`config.mk`:
```
export PLATFORM = sky130hd
export DESIGN_NAME = dacsh_top
export DESIGN_NICKNAME = d
export VERILOG_FILES = /design/src/dacsh_pkg.sv /design/src/dacsh_top.sv
export VERILOG_INCLUDE_DIRS = /design/src
export SDC_FILE = /design/constraint.sdc
export NUM_CORES = 1
export LEC_CHECK = 0
export BUFFER_PORTS_ARGS = -buffer_cell sky130_fd_sc_hd__buf_2
export CAP_MARGIN = 20
export CELL_PAD_IN_SITES_DETAIL_PLACEMENT = 1
export CELL_PAD_IN_SITES_GLOBAL_PLACEMENT = 1
export CORE_ASPECT_RATIO = 0.9
export CORE_MARGIN = 5
export CORE_UTILIZATION = 30
export CTS_CLUSTER_SIZE = 40
export DETAILED_ROUTE_END_ITERATION = 10
export PLACE_DENSITY = 0.64
export SLEW_MARGIN = 10
export SYNTH_ARGS = -nofsm -noshare
export SYNTH_HDL_FRONTEND = slang
export SYNTH_SLANG_ARGS = --single-unit
```
`constraint.sdc`:
```
create_clock -name clk_i -period 1.9 [get_ports clk_i]
set_clock_uncertainty 0.15 [all_clocks]
set_input_delay 0.19 -clock clk_i [delete_from_list [all_inputs] [get_ports clk_i]]
set_output_delay 0.19 -clock clk_i [all_outputs]
set_load 0.02 [all_outputs]
```
`src/dacsh_regs.svh`:
```
`ifndef DACSH_REGS_SVH
`define DACSH_REGS_SVH

// ------------------------------------------------------------
// register map
// ------------------------------------------------------------
`define DACSH_ADDR_W 3
`define DACSH_DATA_W 8
`define DACSH_ADDR_HIGH 3'h0
`define DACSH_ADDR_LOW 3'h1
`define DACSH_ADDR_CTRL 3'h2
`define DACSH_ADDR_STAT 3'h3

// ------------------------------------------------------------
// reset values
// ------------------------------------------------------------
`define DACSH_RST_BYTE 8'h00
`define DACSH_RST_VALUE 10'h000
`define DACSH_RST_FLAGS 8'h00

// ------------------------------------------------------------
// field layout
// ------------------------------------------------------------
`define DACSH_VALUE_W 10
`define DACSH_TRIG_N 8
`define DACSH_SEL_W 3
`define DACSH_STAT_PEND_BIT 0

`endif

```
`src/dacsh_pkg.sv`:
```
package dacsh_pkg;

  // control register, bit 7 down to bit 0
  typedef struct packed {
    logic auto_trigger_enable;
    logic [2:0] trigger_select;
    logic reserved;
    logic left_adjust;
    logic output_enable;
    logic converter_enable;
  } dacsh_ctrl_s;

  typedef struct packed {
    logic [2:0] addr;
    logic [7:0] wdata;
    logic write;
    logic read;
  } dacsh_bus_req_s;

endpackage

```
`src/dacsh_top.sv`:
```
// Overview of operation
// - with left adjust off, value bits 9:8 sit in high byte bits 1:0 and bits 7:0 fill the low byte.
// - with left adjust on, value bits 9:2 fill the high byte and bits 1:0 sit in low byte bits 7:6.
// - both data bytes are software read/write and reset to zero.
// - the converter is fed from a hidden shadow copy so no half-written value reaches it.
// - without auto trigger, each high byte write loads the shadow from both data bytes.
// - with auto trigger, the shadow loads on the selected trigger event instead of the write.
// - in auto trigger mode a 10-bit update needs the low then the high byte written first.
// - in auto trigger mode with only the high byte written, every trigger event updates.
// - a low byte write alone never changes the output until the high byte is written.
// - changing left adjust reaches the output only at the next update.
// - a 3-bit select picks one of eight interrupt flags whose rising edge triggers.
//
// Chosen here: the plain strobed port and the register addresses.
`timescale 1ns/10ps
`include "dacsh_regs.svh"
`default_nettype none

module dacsh_top (
  input wire logic clk_i,
  input wire logic reset_n_i,
  input wire dacsh_pkg::dacsh_bus_req_s bus_i,
  output logic [7:0] rdata_o,
  input wire logic [7:0] trig_flags_i,
  output logic [9:0] converter_value_o,
  output logic converter_enable_o,
  output logic output_enable_o
);
  import dacsh_pkg::*;

  // ------------------------------------------------------------
  // helpers
  // ------------------------------------------------------------
  // reassemble a right-aligned value from the two bytes
  function automatic logic [9:0] assemble(
    input logic [7:0] hi,
    input logic [7:0] lo,
    input logic la
  );
    logic [9:0] v;
    if (la) begin
      v = {hi, lo[7:6]};
    end else begin
      v = {hi[1:0], lo};
    end
    return v;
  endfunction

  function automatic logic is_write(
    input dacsh_bus_req_s req,
    input logic [2:0] a
  );
    return req.write && (req.addr == a);
  endfunction

  // ------------------------------------------------------------
  // state
  // ------------------------------------------------------------
  logic [7:0] converter_value_high;
  logic [7:0] converter_value_low;
  dacsh_ctrl_s converter_control;
  logic [9:0] shadow;
  // set by a low write and cleared by a high write; while set it holds
  // every trigger off but one in the high write's cycle, so a half-written pair never reaches the output
  logic low_pending;
  logic [7:0] flags_prev;
  logic [7:0] rdata;

  logic [7:0] next_converter_value_high;
  logic [7:0] next_converter_value_low;
  dacsh_ctrl_s next_converter_control;
  logic [9:0] next_shadow;
  logic next_low_pending;
  logic [7:0] next_rdata;

  logic high_wr;
  logic low_wr;
  logic ctrl_wr;
  logic trig_hit;
  logic load_shadow;

  // ------------------------------------------------------------
  // next-state logic
  // ------------------------------------------------------------
  always_comb begin
    logic [7:0] edges;
    edges = '0;
    high_wr = is_write(bus_i, `DACSH_ADDR_HIGH);
    low_wr = is_write(bus_i, `DACSH_ADDR_LOW);
    ctrl_wr = is_write(bus_i, `DACSH_ADDR_CTRL);

    next_converter_value_high = converter_value_high;
    next_converter_value_low = converter_value_low;
    next_converter_control = converter_control;
    if (high_wr) begin
      next_converter_value_high = bus_i.wdata;
    end
    if (low_wr) begin
      next_converter_value_low = bus_i.wdata;
    end
    if (ctrl_wr) begin
      next_converter_control = dacsh_ctrl_s'(bus_i.wdata);
      next_converter_control.reserved = 1'b0;
    end

    // flags come from logic on this clock, so no synchroniser
    // all eight flags are kept, so moving the select onto a flag that is
    // already high does not count as an edge: the select may change at any time
    edges = trig_flags_i & ~flags_prev;
    trig_hit = edges[converter_control.trigger_select];

    // a low write without its high write blocks trigger loads
    next_low_pending = low_pending;
    if (high_wr) begin
      next_low_pending = 1'b0;
    end else if (low_wr) begin
      next_low_pending = 1'b1;
    end

    if (converter_control.auto_trigger_enable) begin
      load_shadow = trig_hit && !next_low_pending;
    end else begin
      load_shadow = high_wr;
    end

    // sample the bytes as they stand after this cycle's write,
    // so a trigger coinciding with a high write takes the new pair
    next_shadow = shadow;
    if (load_shadow) begin
      next_shadow = assemble(next_converter_value_high,
        next_converter_value_low, converter_control.left_adjust);
    end

    next_rdata = '0;
    if (bus_i.read) begin
      unique case (bus_i.addr)
        `DACSH_ADDR_HIGH: next_rdata = converter_value_high;
        `DACSH_ADDR_LOW: next_rdata = converter_value_low;
        `DACSH_ADDR_CTRL: next_rdata = converter_control;
        `DACSH_ADDR_STAT: begin
          next_rdata[`DACSH_STAT_PEND_BIT] = low_pending;
        end
        default: next_rdata = '0;
      endcase
    end
  end

  // ------------------------------------------------------------
  // registers
  // ------------------------------------------------------------
  always_ff @(posedge clk_i or negedge reset_n_i) begin
    if (!reset_n_i) begin
      converter_value_high <= `DACSH_RST_BYTE;
      converter_value_low <= `DACSH_RST_BYTE;
      converter_control <= `DACSH_RST_BYTE;
      shadow <= `DACSH_RST_VALUE;
      low_pending <= 1'b0;
      flags_prev <= `DACSH_RST_FLAGS;
      rdata <= `DACSH_RST_BYTE;
    end else begin
      converter_value_high <= next_converter_value_high;
      converter_value_low <= next_converter_value_low;
      converter_control <= next_converter_control;
      shadow <= next_shadow;
      low_pending <= next_low_pending;
      flags_prev <= trig_flags_i;
      rdata <= next_rdata;
    end
  end

  assign rdata_o = rdata;
  assign converter_value_o = shadow;
  assign converter_enable_o = converter_control.converter_enable;
  assign output_enable_o = converter_control.output_enable;
endmodule

`default_nettype wire

```
* Word-level counts from Yosys, hierarchy flattened *
Index checks and enable logic that the tools add are counted.

cells by class
  add/sub/neg operators = 0
  multiply operators = 0
  div/mod/pow operators = 0
  order comparisons = 1
  eq/ne operators = 3
  shift-type cells = 0
  multiplexer cells = 11
  bitwise operators = 2
  reductions and logical operators = 6

operators by type and width
  operator              count
  $mux W8               3
  $pmux W7 S3           1
  $mux W10              1
  $and A8 B8 Y8         1
  $not A8 Y8            1
  $eq A3 B2 Y1 const B  2
  $logic_and A1 B1 Y1   4
  $lt A3 B4 Y1 const B  1
  $mux W1               4
  $pmux W1 S4           1
  $bmux W1 S3           1
  $eq A3 B1 Y1 const B  1
  $logic_not A3 Y1      1
  $logic_not A1 Y1      1

storage, ports and cells
  register bits = 50
  latch bits = 0
  bits in writable memories = 0
  ROM bits = 0
  bits of input ports = 23
  output and inout port bits = 20
  logic and storage cells = 34
  memories = 0

* Logic depth before layout (Yosys ltp) *
  depth in word-level cells = 7
  gate-level depth with buffers = 7
  mapped depth without buffers = 5

* Worst setup path after synthesis *
OpenSTA, ideal clock, no wires.

  kind = reg-to-reg
  from = register converter_control[4] (netlist bit)
  to = register shadow[0] (netlist: converter_value_o[0])
  arrival = 1705 ps
  required time = 1625 ps
  setup slack = -80 ps
  stages on the path, launching flop included = 8
  buffers on the path = 2
  period minus slack after synthesis = 1980 ps
  path through = dfrtp_1 > buf_2 > nor2_1 > a2111oi_2 > nor2_1 > o2111ai_1 > buf_6 > mux2_4

on the way
  word-level cells in the longest chain between the ends = 4

RTL lines
  item                           line              RTL
  from (decl)                    dacsh_top.sv:61   dacsh_ctrl_s converter_control;
  from (signal assigned)         dacsh_top.sv:155  converter_control <= `DACSH_RST_BYTE;
  from (signal assigned)         dacsh_top.sv:163  converter_control <= next_converter_control;
  $bmux W1 S3                    dacsh_top.sv:110  trig_hit = edges[converter_control.trigger_select];
  $mux W1 (not written as such)  dacsh_top.sv:110
  $logic_and A1 B1 Y1            dacsh_top.sv:121  load_shadow = trig_hit && !next_low_pending;
  $mux W1                        dacsh_top.sv:120  if (converter_control.auto_trigger_enable) begin
  to (signal assigned)           dacsh_top.sv:156  shadow <= `DACSH_RST_VALUE;
  to (signal assigned)           dacsh_top.sv:164  shadow <= next_shadow;
  to (decl)                      dacsh_top.sv:62   logic [9:0] shadow;

No other way between the ends. The select of a mux whose other input is x is not followed.
A chain may end at the register's enable or synchronous reset.

* Worst setup path after layout *
  from = register converter_control[4] (netlist bit)
  to = register shadow[8] (netlist: converter_value_o[8])

The elaborated chain is that of the path after synthesis.

==> metrics.cfg <==
[sta]
fmax_ghz = 0.512
finalHoldViolCount = 0
max_slew_margin_pct = 64.0
fin_ws_ps = -52.5
holdWs_ps = 7.53
period_share_pct = 103
maxSlewViolCount = 0
setup_viol = 8
period_needed_ps = 1950
rsz0062_at_grt = yes
worstMarginPinSlew_ps = 540
setup-tns-final_ps = -303

[route]
vias = 1554
first_pass_iters = 4
postRouteAntennaNets = 0
drt_iter0_markers = 19
wl_per_cell_um = 15.8
drcViolationCount = 0
wl_um = 5480
vias_per_cell = 4.48

[worst_setup_path]
cp.arrival_ps = 2000
slowest_stage = dfrtp_1
cp-startpoint = converter_control[4]
slowest_delay_ps = 400
cp_data_required_time_ps = 1940
rrSetupSlack_ps = -50
critPathLaunchType = flip-flop
path_max_fanout = 9
crit_type = flip-flop to flip-flop
worstReg2RegStart = converter_control[4]
endpoint_kind = flip-flop
path_cells = nor2_1 > a2111oi_2 > buf_4 > a2bb2oi_2 > o2111ai_2 > buf_6 > mux2_4

[place]
gp_congestion = 0.740
placed_cell_area_mm2 = 0.00272
dpl_worst_slack_ps = -130
place.port_buffers = 42
hpwl_um = 3970

[synthesis]
ys.flop_type = dfrtp_1
synthSimpleGateAreaFrac_pct = 9.32
synth_seq_area_share_pct = 56.8
ys_warn_count = 0
synth-xor-area-share_pct = 0
ys_seq_elements = 50
synth-compound-area-share_pct = 5.11
synth_cells = 169
synthAdderAreaFrac_pct = 0
synth-async-reset-ratio_pct = 100
synth-edff-count = 0
synth_nets = 192
synth.avg_cell_area_um2 = 13.0
synth_mux_area_share_pct = 24.9
synth_top_family_by_area = multiplexers
synth_area_mm2 = 0.00220
synthDistinctLibCells = 31

[die]
fp.dieH_um = 91.3
placement_rows = 29
core_area_mm2 = 0.00711
die_w_um = 100
io_pins = 43
dieArea_mm2 = 0.00916
initial_core_util_pct = 31.0

[layout]
stdcell_area_mm2 = 0.00303
nets = 276
drive_gt1_share_pct = 45.7
antenna_cells = 0
area_growth_pct = 37.4

[pwr]
max-vdd-ir-drop_mv = 0.476
cellLeakagePower_nw = 1.49
power.total_mw = 3.34
powerDensity_mw_per_mm2 = 1110

[clocking]
htree_levels = 2
path_clk_slew_ps = 100
cts_buffers = 5
clk_latency_ps = 310
cts_root_buf = clkbuf_8
clockBufferDepth = 2
tritoncts = yes
cts.sinks = 50

[global_routing]
grt-ovfl-total = 0
grt_pass1_vias = 1647
antenna_found_initial = 0
grt_usage_pct = 12.5
grt_first_pass_wirelength_um = 8770
grt_max_degree = 24

[status]
status = complete, but fails checks
violations = setup timing

[job]
drv_cap = 0

[min_path]
min-delay-start = bus_i[2]
hold_path.class = input pin to flip-flop

## power by group
part	internal (mW)	total [mW]	switching, mW
sequential	1.30	1.45	0.148
combinational	0.581	1.14	0.554
clock	0.392	0.760	0.368
total	2.27	3.34	1.07
## metrics by stage
stage                     util (%)  cells
final                         42.5    347
after global placement        38.3    323
after floorplan                  -    169
after detailed placement      38.3    323
after CTS                     42.4    347
after global routing          42.5    347
## final timing paths
kind,endpoint,cells past startpoint
max,converter_value_o[8],7
max in group asynchronous,converter_control[5],3
min reg2reg,converter_value_o[3],1
max reg2reg,converter_value_o[8],7
min in group asynchronous,converter_value_o[0],2
min,converter_enable_o,2
## sequential cells by signal (all words and copies together) (netlist names)
signal,cells
converter_value_high,8
converter_enable_o,1
rdata_o,8
converter_value_low,8
converter_control,5
low_pending,1
flags_prev,8
output_enable_o,1
converter_value_o,10
## cells in the mapped netlist, types with 2 or more instances
cell      instances  area (um^2)
nor2b_1           3         18.8
mux2_2           20          225
mux2i_1          21          210
nor2_1           20         75.1
a21oi_1           9         45.0
inv_1            11         41.3
buf_2             5         25.0
nand2b_1          2         12.5
dfrtp_1          50         1250
mux2_4            6         90.1
o21ai_0           2         10.0
## cell type report
type | count | area (um^2)
repair buffers | 85 | 589
fillers | 800 | 4090
clock buffers | 5 | 68.8
clock inverters | 3 | 45.0
flip-flops and latches | 50 | 1250
well taps | 93 | 116
multi-input cells | 100 | 912
inverters | 11 | 41.3
## kinds of logic (layout without fill, tap and decap cells)
logic type	after synthesis	count (layout)
mux	48	48
compound gates	16	16
buf+inv	19	104
simple gates	36	36
flops	50	50
## critical path: cells and delay by family, from the launching register on
kind	cells	cell delay [ps]
buffers and inverters	2	380
AO/OA/AOI/OAI	3	530
AND/OR/NAND/NOR	1	80
flip-flops	1	400
multiplexers	1	310
## timing repair
item / in CTS / in global routing
hold endpoints to repair: 33 / 0
buffers inserted: 3 / 0
endpoints found under the setup margin: 10 / 9
hold buffers: 13 / 0
resized for setup: 7 / 1
pin swaps: 1 / 0
## per-layer routing
metal  global-route usage, %  vias to the layer above  wire [um]
met5                       0                        -          0
met4                    4.83                        0        108
met3                    2.99                       10        274
met2                    18.5                       36       2480
met1                    17.7                      756       2620
li1                        -                      752          -
## cells in the final DEF (no fill, tap or decap), drive strengths merged
| cell | Yosys | routed |
|---|---|---|
| buf | 7 | 72 |
| dfrtp | 50 | 50 |
| mux2 | 26 | 26 |
| mux2i | 21 | 21 |
| nor2 | 21 | 21 |
| dlygate4sd3 | 0 | 13 |
| inv | 11 | 11 |
| a21oi | 9 | 9 |
| clkbuf | 1 | 5 |
| nor2b | 3 | 3 |
| nand2b | 2 | 2 |
| o21ai | 2 | 2 |
| clkinvlp | 0 | 2 |
| or3b | 1 | 1 |
| nor4bb | 1 | 1 |
| nor3 | 1 | 1 |
| mux4 | 1 | 1 |
| and3b | 1 | 1 |
| a2111oi | 1 | 1 |
| nand3b | 1 | 1 |
| nor3b | 1 | 1 |
| a2bb2oi | 1 | 1 |
| a32o | 1 | 1 |
| nor4b | 1 | 1 |
| nand4bb | 1 | 1 |
| nand3 | 1 | 1 |
| a211o | 1 | 1 |
| o2111ai | 1 | 1 |
| nand2 | 1 | 1 |
| bufinv | 0 | 1 |
(Power assumes the default switching activity.)
